$ cat config.mk
export PLATFORM = sky130hd
export DESIGN_NAME = psc_pin_state
export DESIGN_NICKNAME = d
export VERILOG_FILES = /design/src/psc_pkg.sv /design/src/psc_pin_state.sv /design/src/psc_keep_cell.sv
export SDC_FILE = /design/constraint.sdc
export NUM_CORES = 1
export LEC_CHECK = 0
export ABC_AREA = 1
export BUFFER_PORTS_ARGS = -buffer_cell sky130_fd_sc_hd__buf_2
export CAP_MARGIN = 30
export CORE_MARGIN = 2
export CORE_UTILIZATION = 54
export CTS_CLUSTER_SIZE = 8
export DETAILED_ROUTE_END_ITERATION = 6
export GPL_ROUTABILITY_DRIVEN = 0
export GPL_TIMING_DRIVEN = 0
export PLACE_DENSITY = 0.75
export SLEW_MARGIN = 20
export SYNTH_ARGS = -nofsm -noshare
export SYNTH_HDL_FRONTEND = slang
export SYNTH_SLANG_ARGS = --single-unit
$ cat constraint.sdc
create_clock -name clk -period 2.3 [get_ports clk]
set_clock_uncertainty 0.05 [all_clocks]
set_input_delay 0.46 -clock clk [delete_from_list [all_inputs] [get_ports clk]]
set_output_delay 0.46 -clock clk [all_outputs]
set_load 0.02 [all_outputs]
$ cat src/psc_pkg.sv
package psc_pkg;

  // ----------------------------------------------------------------
  // clock and timing
  // ----------------------------------------------------------------
  localparam int CLK_PERIOD_PS   = 5000;
  localparam int RES_LEAD_CYCLES = 10;
  localparam int REC_LEAD_NS     = 100;
  localparam int REC_LEAD_CYC    = (REC_LEAD_NS * 1000 + CLK_PERIOD_PS - 1) / CLK_PERIOD_PS;
  localparam int LEAD_CNT_W      = 5;
  localparam logic [LEAD_CNT_W-1:0] LEAD_CNT_MAX = 5'h1f;
  localparam logic [LEAD_CNT_W-1:0] RES_LEAD_CNT = LEAD_CNT_W'(RES_LEAD_CYCLES);
  localparam logic [LEAD_CNT_W-1:0] REC_LEAD_CNT = LEAD_CNT_W'(REC_LEAD_CYC);

  // ----------------------------------------------------------------
  // port groups
  // ----------------------------------------------------------------
  localparam int NPORT   = 6;
  localparam int PW      = 8;
  localparam int P_P4    = 0;
  localparam int P_P6    = 1;
  localparam int P_P8    = 2;
  localparam int P_P9    = 3;
  localparam int P_PA    = 4;
  localparam int P_PB    = 5;
  localparam logic [PW-1:0] P4_MASK = 8'hff;
  localparam logic [PW-1:0] P6_MASK = 8'h07;
  localparam logic [PW-1:0] P8_MASK = 8'h1f;
  localparam logic [PW-1:0] P9_MASK = 8'h3f;
  localparam logic [PW-1:0] PA_MASK = 8'hff;
  localparam logic [PW-1:0] PB_MASK = 8'hff;
  localparam int WAIT_BIT     = 0;
  localparam int BREQ_BIT     = 1;
  localparam int BACK_BIT     = 2;
  localparam int CS0_BIT      = 4;
  localparam int PA_HI_LSB    = 4;
  localparam int PA_ADDR_BITS = 3;
  localparam int ADDR_W       = 20;
  localparam int XADDR_W      = 24;

  // ----------------------------------------------------------------
  // register map, indices on the plain register port
  // ----------------------------------------------------------------
  localparam int RA_W = 4;
  localparam int RD_W = 8;
  localparam logic [RA_W-1:0] REG_DDR_BASE = 4'h0;  // port k dir at 2k, data at 2k+1
  localparam logic [RA_W-1:0] REG_CTRL     = 4'hc;
  localparam logic [RA_W-1:0] REG_STATUS   = 4'hd;
  localparam logic [RA_W-1:0] REG_P7       = 4'he;
  localparam int CTRL_BUS_RELEASE_ENABLE    = 0;
  localparam int CTRL_ONCHIP_MEMORY_ENABLE    = 1;
  localparam int CTRL_AEN_LSB = 2;
  localparam logic [RD_W-1:0] CTRL_MASK  = 8'h1f;
  localparam logic [RD_W-1:0] CTRL_RESET = 8'h00;
  localparam int ST_RET_OK  = 0;
  localparam int ST_REC_OK  = 1;
  localparam int ST_HWSTBY  = 2;
  localparam int ST_ADDRHLD = 3;

  // ----------------------------------------------------------------
  // types
  // ----------------------------------------------------------------
  typedef enum logic [1:0] {
    OP_RUN    = 2'b00,
    OP_SLEEP  = 2'b01,
    OP_SWSTBY = 2'b10,
    OP_BUSREL = 2'b11
  } psc_op_t;

  typedef enum logic [2:0] {
    PH_IDLE = 3'b000,
    PH_T1   = 3'b001,
    PH_T2   = 3'b010,
    PH_T3   = 3'b011,
    PH_TW   = 3'b100
  } psc_phase_t;

  typedef enum logic [1:0] {
    RS_RUN  = 2'b00,
    RS_HOLD = 2'b01,
    RS_LOW  = 2'b10
  } psc_rst_t;

  typedef struct packed {
    logic as_n;
    logic rd_n;
    logic upper_write_strobe_n;
    logic lower_write_strobe_n;
  } psc_strobe_t;

  typedef struct packed {
    logic [XADDR_W-1:0] addr;
    logic [15:0]        dout;
    logic               data_oe;
    psc_strobe_t        strobe;
  } psc_bus_t;

endpackage : psc_pkg

$ cat src/psc_pin_state.sv
// The register addresses and the strobed register port were left to the implementer.
`timescale 1ns/1ps
module psc_pin_state
  import psc_pkg::*;
(
  input  wire logic                       clk,
  input  wire logic                       rst_n,
  input  wire logic                       chip_init_n,
  input  wire logic                       standby_request_n,
  input  wire logic [2:0]                 mode,
  input  wire logic                       bus16,
  input  psc_op_t                         op_state,
  input  psc_phase_t                      bus_phase,
  input  wire logic                       two_state_area,
  input  psc_bus_t                        core_bus,
  input  wire logic                       watchdog_overflow,
  input  wire logic [3:0]                 timer_oe,
  input  wire logic [3:0]                 timer_out,
  input  wire logic [RA_W-1:0]            reg_addr,
  input  wire logic [RD_W-1:0]            reg_wdata,
  input  wire logic                       reg_we,
  input  wire logic                       reg_re,
  output      logic [RD_W-1:0]            reg_rdata,
  output      logic                       clk_out_oe,
  output      logic                       clk_out_hold_high,
  output      logic                       watchdog_reset_out,
  output      logic                       watchdog_reset_out_oe,
  output      logic [ADDR_W-1:0]          addr_o,
  output      logic                       addr_oe,
  output      logic [7:0]                 data_hi_o,
  output      logic                       data_hi_oe,
  output      psc_strobe_t                strobe_o,
  output      logic                       strobe_oe,
  input  wire logic [NPORT-1:0][PW-1:0]   port_i,
  output      logic [NPORT-1:0][PW-1:0]   port_o,
  output      logic [NPORT-1:0][PW-1:0]   port_oe,
  input  wire logic [PW-1:0]              p7_i
);

  // ----------------------------------------------------------------
  // helpers
  // ----------------------------------------------------------------
  function automatic logic is_expanded34(input logic [2:0] m);
    return (m == 3'h3) || (m == 3'h4);
  endfunction : is_expanded34

  function automatic logic [PW-1:0] port_mask(input int k);
    case (k)
      P_P4:    return P4_MASK;
      P_P6:    return P6_MASK;
      P_P8:    return P8_MASK;
      P_P9:    return P9_MASK;
      P_PA:    return PA_MASK;
      default: return PB_MASK;
    endcase
  endfunction : port_mask

  // ----------------------------------------------------------------
  // reset pin sampling on the falling edge
  // ----------------------------------------------------------------
  logic init_meta_q;
  logic init_low_q;

  always_ff @(negedge clk) begin
    if (!rst_n) begin
      init_meta_q <= 1'b1;
      init_low_q  <= 1'b0;
    end else begin
      init_meta_q <= chip_init_n;
      init_low_q  <= ~init_meta_q;
    end
  end

  // raw pin forces pins safe at once; it reaches flip-flops only in the keep cell
  logic init_raw;
  logic in_reset;
  assign init_raw = ~chip_init_n;
  assign in_reset = init_raw | init_low_q;

  // ----------------------------------------------------------------
  // standby pin synchroniser
  // ----------------------------------------------------------------
  logic standby_request_n_meta_q;
  logic standby_request_n_low_q;
  logic standby_request_n_low_d1_q;

  always_ff @(posedge clk) begin
    if (!rst_n) begin
      standby_request_n_meta_q   <= 1'b1;
      standby_request_n_low_q    <= 1'b0;
      standby_request_n_low_d1_q <= 1'b0;
    end else begin
      standby_request_n_meta_q   <= standby_request_n;
      standby_request_n_low_q    <= ~standby_request_n_meta_q;
      standby_request_n_low_d1_q <= standby_request_n_low_q;
    end
  end

  logic hw_standby_request_n;
  assign hw_standby_request_n = standby_request_n_low_q;

  // ----------------------------------------------------------------
  // address bus behaviour across a reset
  // ----------------------------------------------------------------
  psc_rst_t          rs_q;
  logic [ADDR_W-1:0] addr_hold_q;
  logic              hold_case;

  assign hold_case = (bus_phase == PH_T3) || ((bus_phase == PH_T2) && two_state_area);

  // the sample lands on a falling edge, this edge is half a state later
  always_ff @(posedge clk) begin
    if (!rst_n) begin
      rs_q <= RS_RUN;
    end else begin
      case (rs_q)
        RS_RUN: begin
          if (init_low_q && hold_case) begin
            rs_q <= RS_HOLD;
          end else if (init_low_q) begin
            rs_q <= RS_LOW;
          end
        end
        RS_HOLD: rs_q <= RS_LOW;
        RS_LOW: begin
          if (!init_low_q) begin
            rs_q <= RS_RUN;
          end
        end
        default: rs_q <= RS_RUN;
      endcase
    end
  end

  always_ff @(posedge clk) begin
    if (!rst_n) begin
      addr_hold_q <= '0;
    end else if (rs_q == RS_RUN) begin
      addr_hold_q <= core_bus.addr[ADDR_W-1:0];
    end
  end

  logic bus_float;
  assign bus_float = hw_standby_request_n || (!in_reset && (op_state == OP_SWSTBY || op_state == OP_BUSREL));

  always_comb begin
    case (rs_q)
      RS_HOLD: addr_o = addr_hold_q;
      RS_LOW:  addr_o = '0;
      default: addr_o = core_bus.addr[ADDR_W-1:0];
    endcase
  end

  assign addr_oe    = ~bus_float;
  assign strobe_oe  = ~bus_float;
  assign strobe_o   = in_reset ? '1 : core_bus.strobe;
  assign data_hi_o  = core_bus.dout[15:8];
  assign data_hi_oe = core_bus.data_oe & ~in_reset & ~bus_float;

  assign clk_out_oe            = ~hw_standby_request_n;
  assign clk_out_hold_high     = ~in_reset & (op_state == OP_SWSTBY);
  assign watchdog_reset_out    = 1'b0;
  assign watchdog_reset_out_oe = watchdog_overflow & ~hw_standby_request_n;

  // ----------------------------------------------------------------
  // registers
  // ----------------------------------------------------------------
  logic [NPORT-1:0][PW-1:0] ddr_q;
  logic [NPORT-1:0][PW-1:0] dr_q;
  logic [RD_W-1:0]          ctrl_q;
  logic                     bus_release_enable;
  logic                     ram_en;
  logic [PA_ADDR_BITS-1:0]  aen;

  assign bus_release_enable   = ctrl_q[CTRL_BUS_RELEASE_ENABLE];
  assign ram_en = ctrl_q[CTRL_ONCHIP_MEMORY_ENABLE];
  assign aen    = ctrl_q[CTRL_AEN_LSB +: PA_ADDR_BITS];

  for (genvar k = 0; k < NPORT; k++) begin : g_port_regs
    localparam logic [RA_W-1:0] DDR_IDX = RA_W'(2 * k) + REG_DDR_BASE;
    localparam logic [RA_W-1:0] DR_IDX  = RA_W'(2 * k + 1) + REG_DDR_BASE;
    localparam logic [PW-1:0]   WMASK   = (k == P_P6) ? (port_mask(k) & ~(PW'(1) << WAIT_BIT))
                                                     : port_mask(k);
    always_ff @(posedge clk) begin
      if (!rst_n || init_low_q) begin
        ddr_q[k] <= '0;
      end else if (reg_we && reg_addr == DDR_IDX) begin
        ddr_q[k] <= reg_wdata & WMASK;
      end
    end
    always_ff @(posedge clk) begin
      if (!rst_n || init_low_q) begin
        dr_q[k] <= '0;
      end else if (reg_we && reg_addr == DR_IDX) begin
        dr_q[k] <= reg_wdata & port_mask(k);
      end
    end
  end

  always_ff @(posedge clk) begin
    if (!rst_n || init_low_q) begin
      ctrl_q <= CTRL_RESET;
    end else if (reg_we && reg_addr == REG_CTRL) begin
      ctrl_q <= reg_wdata & CTRL_MASK;
    end
  end

  // ----------------------------------------------------------------
  // standby entry and exit lead checks
  // ----------------------------------------------------------------
  logic [LEAD_CNT_W-1:0] lead_cnt_q;
  logic                  ret_ok_q;
  logic                  rec_ok_q;

  always_ff @(posedge clk) begin
    if (!rst_n || !init_low_q) begin
      lead_cnt_q <= '0;
    end else if (lead_cnt_q != LEAD_CNT_MAX) begin
      lead_cnt_q <= lead_cnt_q + LEAD_CNT_W'(1);
    end
  end

  always_ff @(posedge clk) begin
    if (!rst_n) begin
      ret_ok_q <= 1'b1;
      rec_ok_q <= 1'b1;
    end else begin
      if (standby_request_n_low_q && !standby_request_n_low_d1_q) begin
        ret_ok_q <= !ram_en || (lead_cnt_q >= RES_LEAD_CNT);
      end
      if (!standby_request_n_low_q && standby_request_n_low_d1_q) begin
        rec_ok_q <= lead_cnt_q >= REC_LEAD_CNT;
      end
    end
  end

  // ----------------------------------------------------------------
  // pin input synchronisers for read-back
  // ----------------------------------------------------------------
  logic [NPORT-1:0][PW-1:0] pin_meta_q;
  logic [NPORT-1:0][PW-1:0] pin_sync_q;
  logic [PW-1:0]            p7_meta_q;
  logic [PW-1:0]            p7_sync_q;

  always_ff @(posedge clk) begin
    if (!rst_n) begin
      pin_meta_q <= '0;
      pin_sync_q <= '0;
      p7_meta_q  <= '0;
      p7_sync_q  <= '0;
    end else begin
      pin_meta_q <= port_i;
      pin_sync_q <= pin_meta_q;
      p7_meta_q  <= p7_i;
      p7_sync_q  <= p7_meta_q;
    end
  end

  // ----------------------------------------------------------------
  // read port, data one cycle after the strobe
  // ----------------------------------------------------------------
  logic [RD_W-1:0] rd_d;

  always_comb begin
    rd_d = '0;
    if (reg_addr < REG_CTRL) begin
      if (reg_addr[0]) begin
        rd_d = (ddr_q[reg_addr[RA_W-1:1]] & dr_q[reg_addr[RA_W-1:1]])
             | (~ddr_q[reg_addr[RA_W-1:1]] & pin_sync_q[reg_addr[RA_W-1:1]]
                & port_mask(int'(reg_addr[RA_W-1:1])));
      end else begin
        rd_d = ddr_q[reg_addr[RA_W-1:1]];
      end
    end else if (reg_addr == REG_CTRL) begin
      rd_d = ctrl_q;
    end else if (reg_addr == REG_STATUS) begin
      rd_d[ST_RET_OK]  = ret_ok_q;
      rd_d[ST_REC_OK]  = rec_ok_q;
      rd_d[ST_HWSTBY]  = hw_standby_request_n;
      rd_d[ST_ADDRHLD] = (rs_q == RS_HOLD);
    end else if (reg_addr == REG_P7) begin
      rd_d = p7_sync_q;
    end
  end

  always_ff @(posedge clk) begin
    if (!rst_n) begin
      reg_rdata <= '0;
    end else if (reg_re) begin
      reg_rdata <= rd_d;
    end else begin
      reg_rdata <= '0;
    end
  end

  // ----------------------------------------------------------------
  // port pin state selection
  // ----------------------------------------------------------------
  logic [NPORT-1:0][PW-1:0] want_oe;
  logic [NPORT-1:0][PW-1:0] want_o;
  logic [NPORT-1:0][PW-1:0] keep_v;
  logic                     in_sw;
  logic                     in_br;
  logic                     x34;

  assign in_sw = !in_reset && (op_state == OP_SWSTBY);
  assign in_br = !in_reset && (op_state == OP_BUSREL);
  assign x34   = is_expanded34(mode);

  always_comb begin
    for (int k = 0; k < NPORT; k++) begin
      want_oe[k] = ddr_q[k] & port_mask(k);
      want_o[k]  = dr_q[k];
      keep_v[k]  = {PW{in_sw | in_br}} & port_mask(k);
    end
    if (bus16) begin
      want_oe[P_P4] = {PW{core_bus.data_oe & ~bus_float}};
      want_o[P_P4]  = core_bus.dout[7:0];
      keep_v[P_P4]  = '0;
    end
    if (bus_release_enable) begin
      want_oe[P_P6][BREQ_BIT] = 1'b0;
      want_oe[P_P6][BACK_BIT] = 1'b1;
      want_o[P_P6][BACK_BIT]  = ~in_br;
      keep_v[P_P6][BREQ_BIT]  = 1'b0;
      keep_v[P_P6][BACK_BIT]  = 1'b0;
    end
    if (in_sw) begin
      keep_v[P_P8][CS0_BIT:1] = '0;
      want_o[P_P8][CS0_BIT-1:1] = '1;
      want_o[P_P8][CS0_BIT]   = 1'b0;
    end
    for (int i = 0; i < 4; i++) begin
      if (x34) begin
        keep_v[P_PA][PA_HI_LSB+i] = 1'b0;
        if (in_br) begin
          want_oe[P_PA][PA_HI_LSB+i] = ddr_q[P_PA][PA_HI_LSB+i] | timer_oe[i];
          want_o[P_PA][PA_HI_LSB+i]  = timer_oe[i] ? timer_out[i] : dr_q[P_PA][PA_HI_LSB+i];
        end else if (!in_sw && (i == 3 || !aen[i])) begin
          want_oe[P_PA][PA_HI_LSB+i] = 1'b1;
          want_o[P_PA][PA_HI_LSB+i]  = (i == 3) ? core_bus.addr[ADDR_W]
                                                : core_bus.addr[XADDR_W-PA_ADDR_BITS+i];
        end else if (!in_sw && timer_oe[i]) begin
          want_oe[P_PA][PA_HI_LSB+i] = 1'b1;
          want_o[P_PA][PA_HI_LSB+i]  = timer_out[i];
        end
      end
    end
  end

  logic [NPORT*PW-1:0] cell_oe;
  logic [NPORT*PW-1:0] cell_o;

  psc_keep_cell #(
    .W (NPORT * PW)
  ) u_keep (
    .clk       (clk),
    .rst_n     (rst_n),
    .keep      (keep_v),
    .float_all ({(NPORT * PW){in_reset | hw_standby_request_n}}),
    .oe_i      (want_oe),
    .o_i       (want_o),
    .oe_o      (cell_oe),
    .o_o       (cell_o)
  );

  // chip-select 0 is the one port pin that drives low through reset
  always_comb begin
    port_oe = cell_oe;
    port_o  = cell_o;
    if (in_reset && !hw_standby_request_n) begin
      port_oe[P_P8][CS0_BIT] = 1'b1;
      port_o[P_P8][CS0_BIT]  = 1'b0;
    end
  end

endmodule : psc_pin_state

$ cat src/psc_keep_cell.sv
`timescale 1ns/1ps
module psc_keep_cell #(
  parameter int W = 8
) (
  input  wire logic         clk,
  input  wire logic         rst_n,
  input  wire logic [W-1:0] keep,
  input  wire logic [W-1:0] float_all,
  input  wire logic [W-1:0] oe_i,
  input  wire logic [W-1:0] o_i,
  output      logic [W-1:0] oe_o,
  output      logic [W-1:0] o_o
);

  logic [W-1:0] hold_oe_q;
  logic [W-1:0] hold_o_q;

  // last driven state is captured whenever a bit is not kept
  always_ff @(posedge clk) begin
    if (!rst_n) begin
      hold_oe_q <= '0;
      hold_o_q  <= '0;
    end else begin
      hold_oe_q <= (keep & hold_oe_q) | (~keep & oe_i & ~float_all);
      hold_o_q  <= (keep & hold_o_q)  | (~keep & o_i);
    end
  end

  // inputs had oe low when captured, so a kept input stays floating
  assign oe_o = ~float_all & ((keep & hold_oe_q) | (~keep & oe_i));
  assign o_o  = (keep & hold_o_q) | (~keep & o_i);

endmodule : psc_keep_cell

# Word level (Yosys, flattened, before mapping)
# Cells that the tools add are included.
dict set report word_totals {
  regBits 330
  wordCells 225
  output_inout_bits 143
}
dict set report op_classes {
  reduce_logical 49
  order_cmp 4
  add_sub_neg 1
  n_mux 68
  bitwise_logic 35
  eq_ne 28
}
# op n
set ops {}
lappend ops {{$and A48 B48 Y48} 6}
lappend ops {{$or A48 B48 Y48} 3}
lappend ops {{$mux W8} 12}
lappend ops {{$not A48 Y48} 2}
lappend ops {{$bmux W8 S3} 3}
lappend ops {{$mux W1} 40}
lappend ops {{$pmux W20 S2} 1}
lappend ops {{$eq A4 B4 Y1 const B} 7}
lappend ops {{$logic_and A1 B1 Y1} 28}
lappend ops {{$and A8 B8 Y8} 3}
lappend ops {{$pmux W8 S3} 1}
lappend ops {{$mux W4} 5}
lappend ops {{$eq A4 B3 Y1 const B} 4}
lappend ops {{$eq A3 B2 Y1 const B} 5}
lappend ops {{$logic_not A1 Y1} 10}
lappend ops {{$mux W2} 5}
lappend ops {{$eq A4 B2 Y1 const B} 2}
lappend ops {{$not A8 Y8} 1}
lappend ops {{$or A8 B8 Y8} 1}
lappend ops {{$logic_or A1 B1 Y1} 7}
lappend ops {{$not A1 Y1} 7}
lappend ops {{$or A1 B1 Y1} 7}
lappend ops {{$eq A2 B2 Y1 const B} 3}
lappend ops {{$pmux W2 S3} 1}
lappend ops {{other kinds (16)} 21}

# Logic depth before layout (Yosys ltp)
dict set report depth {
  ltp_word 14
  ltp_mapped 12
}

# By module
# From an unflattened synthesis, not the netlist that was laid out.
dict set report unflattened {
  cells_unflattened 1884
  hier_area_um2 13304.0
}
# module seq_area_each_um2 n_inst cells_each area_per_inst_um2
set modules_own_cells {}
lappend modules_own_cells {psc_pin_state 4284.1 1 1297 9105.0}
lappend modules_own_cells {psc_keep_cell 1921.8 1 587 4199.0}

==> out/metrics.yaml <==
drv_cap: 0
grt_pass1_vias: 12953
worstHoldEndpoint: "pin_meta_q[21]"
yosysMostFrequentCell: "nand2_1"
r2r_cells: 14
regToRegSetupSlack_ns: -0.89
total_power_w: 0.0131
clockPowerShare: 0.416
yosysTopAreaCell: "dfxtp_1"
violations: "DRC, setup timing"
critPathLaunchType: "register"
relSlewSlack: 0.304
clockRootBuffer: "clkbuf_16"
hold_ws_ns: 0.0622
antenna_found_initial: 2
p_int_w: 0.00948
drtIter0Drc: 1585
place_area_mm2: 0.0152
viasPerCell: 5.66
fillers: 1448
endpoint_kind: "primary output"
worst_slew_pin_slew_ns: 1.04
synth_warnings: 0
cts_num_sinks: 296
crit_type: "register to primary output"
vias: 14033
rows: 56
finalWirelength_mm: 49.6
clock_latency_ns: 0.58
area_growth_pct: 46.7
groute.usage.overall: 0.340
worstHoldStart: "port_i[21]"
syn-instance-count: 1779
gr-total-overflow: 0
cts.htree.levels: 2
ys_top_cells_by_count: "nand2_1, dfxtp_1, inv_1"
route.detailed.drc: 103
cts_tree: "done"
critPathMaxFanout: 6
ys_seq_area_frac: 0.461
die_w_um: 158
layout.nets: 2294
ys_async_sr_fraction: 0
grt_max_degree: 12
comb_power_share: 0.168
rsz0062_at_grt: "yes"
p_sw_w: 0.00359
r2r_end: "u_keep.hold_o_q[36]"
wl_per_cell_um: 20.0
crit_arrival_ns: 3.44
numCtsBuffers: 42
post-place-ws_ns: -1.18
synth.top_cell.area_share: 0.461
start_util: 0.549
synth_cell_type_count: 38
p_leak_nw: 8.91
required_ns: 1.79
die_area_mm2: 0.0251
pin_count: 281
dp_hpwl_mm: 28.4
seqPwrFrac: 0.417
antenna_left: 0
final_max_slew_viol_count: 0
r2r_start: "init_low_q"
netlist_area_mm2: 0.0129
peakVddDrop_v: 0.000677
final-hold-violation-count: 0
min_path_type: "input port to register"
p_sw_frac: 0.275
ctsLongestPathBuffers: 3
drt_first_pass_iters: 7
clk_pin_slew_ns: 0.05
synth_ff_type: "dfxtp_1"
io_buffers: 240
stdcell_count: 2478
power.density_mw_per_mm2: 693
synth_enable_flop_cells: 0
outcome: "finished with violations"
dp.cells: 2358
syn_area_per_cell_um2: 7.23
drive_above_1_share: 0.349
grt_pass1_wl_mm: 66.4
multi_input_area_mm2: 0.00660
fp.coreArea_mm2: 0.0234
die_y_um: 158
yosys-top-cells-area: "dfxtp_1, nand2_1, inv_1"
finalInstanceArea_mm2: 0.0189
synth_seq_cells: 296
setup_viol: 247
setup_ws_ns: -1.65
whs_path_depth: 3
regArea_mm2: 0.00593
[stage by stage]
stage	TNS [ns]	util
after floorplan	-63.05	-
after CTS	-165.87	0.768
after global placement	-141.69	0.648
final	-197.83	0.806
after detailed placement	-143.59	0.648
after global routing	-208.96	0.806
[repair_timing]
| item | CTS | global route |
|---|---|---|
| gates resized for setup | 352 | 227 |
| setup buffers | 50 | 29 |
| pin swaps | 55 | 34 |
| cloned | 9 | 6 |
| endpoints found under the setup margin | 263 | 265 |
| hold buffers | 0 | 0 |
[cell type report]
| class | count | area share |
|---|---|---|
| plain buffers | 129 | 0.0550 |
| clock inverters | 5 | 0.00219 |
| inverters | 267 | 0.0545 |
| well taps | 319 | 0.0212 |
| repair buffers | 332 | 0.145 |
| diodes | 1 | 0.000133 |
| clock buffers | 49 | 0.0571 |
| multi-input cells | 1080 | 0.350 |
| flip-flops and latches | 296 | 0.315 |
[logic make-up after synthesis]
family / share of synthesized area
compound gates: 0.171
fa+ha+maj: 0.00584
buf+inv: 0.149
flops: 0.461
other cells: 0.000292
simple gates: 0.214
[power by group through the flow]
stage                      clock (W)  combinational (W)  sequential (W)
after detailed placement  0.00000817            0.00156         0.00553
final                        0.00543            0.00219         0.00545
after global routing         0.00566            0.00231         0.00546
after CTS                    0.00542            0.00188         0.00544
after global placement    0.00000817            0.00153         0.00552
after floorplan           0.00000817            0.00107         0.00550
[worst max-delay path by stage]
stage | startpoint | endpoint | slack (ns) | cells after the start
2_1_floorplan | init_low_q | port_o[16] | -0.68 | 8
3_3_place_gp | init_low_q | port_o[44] | -1.14 | 9
3_5_place_dp | init_low_q | port_o[44] | -1.18 | 9
4_1_cts | init_low_q | port_oe[36] | -1.42 | 10
5_1_grt | init_low_q | port_o[38] | -1.80 | 12
6_report | init_low_q | port_oe[19] | -1.65 | 9
[layout by cell type (no fill, tap or decap), types with 6 or more instances in the layout]
| cell | count |
|---|---|
| a211oi_1 | 11 |
| a211oi_2 | 13 |
| a21boi_4 | 6 |
| a21oi_1 | 126 |
| a21oi_2 | 41 |
| a21oi_4 | 6 |
| a31oi_1 | 9 |
| buf_12 | 13 |
| buf_2 | 162 |
| buf_4 | 105 |
| buf_6 | 115 |
| buf_8 | 13 |
| clkbuf_1 | 44 |
| clkbuf_16 | 48 |
| conb_1 | 21 |
| dfxtp_1 | 294 |
| inv_1 | 232 |
| inv_2 | 28 |
| nand2_1 | 315 |
| nand2_2 | 39 |
| nand2_4 | 12 |
| nand3_1 | 86 |
| nand3_2 | 14 |
| nand3_4 | 24 |
| nor2_1 | 80 |
| nor2_2 | 8 |
| nor2_4 | 24 |
| nor3_1 | 10 |
| o211ai_1 | 10 |
| o21ai_0 | 108 |
| o21ai_1 | 24 |
| o21ai_2 | 17 |
| o21ai_4 | 23 |
| or2_1 | 10 |
| or2_2 | 7 |
[critical path: stages (launching register included)]
cell and delay (ns):
dfxtp_4 0.35, inv_4 0.08, nand2_8 0.10, nor2_4 0.19
buf_6 0.14, buf_6 0.09, buf_6 0.13, nand2_4 0.12
o21ai_4 0.31, buf_6 0.17
[layer usage]
layer / routed length (um) / vias up / GRT usage
li1: - / 6320 / -
met1: 17800 / 6305 / 0.412
met2: 22400 / 1080 / 0.555
met3: 5810 / 322 / 0.0700
met4: 3400 / 6 / 0.207
met5: 118 / - / 0
[registers in the layout (all words and copies together) (netlist names), 2 cells and up]
register and flops:
reg_rdata 8, ctrl_q 5, pin_meta_q 41, rs_q 2
u_keep.hold_oe_q 38, ddr_q 37, p7_meta_q 8, dr_q 38
pin_sync_q 41, p7_sync_q 8, u_keep.hold_o_q 38, lead_cnt_q 5
addr_hold_q 20
Note: power is estimated with default switching activity, not from simulation.
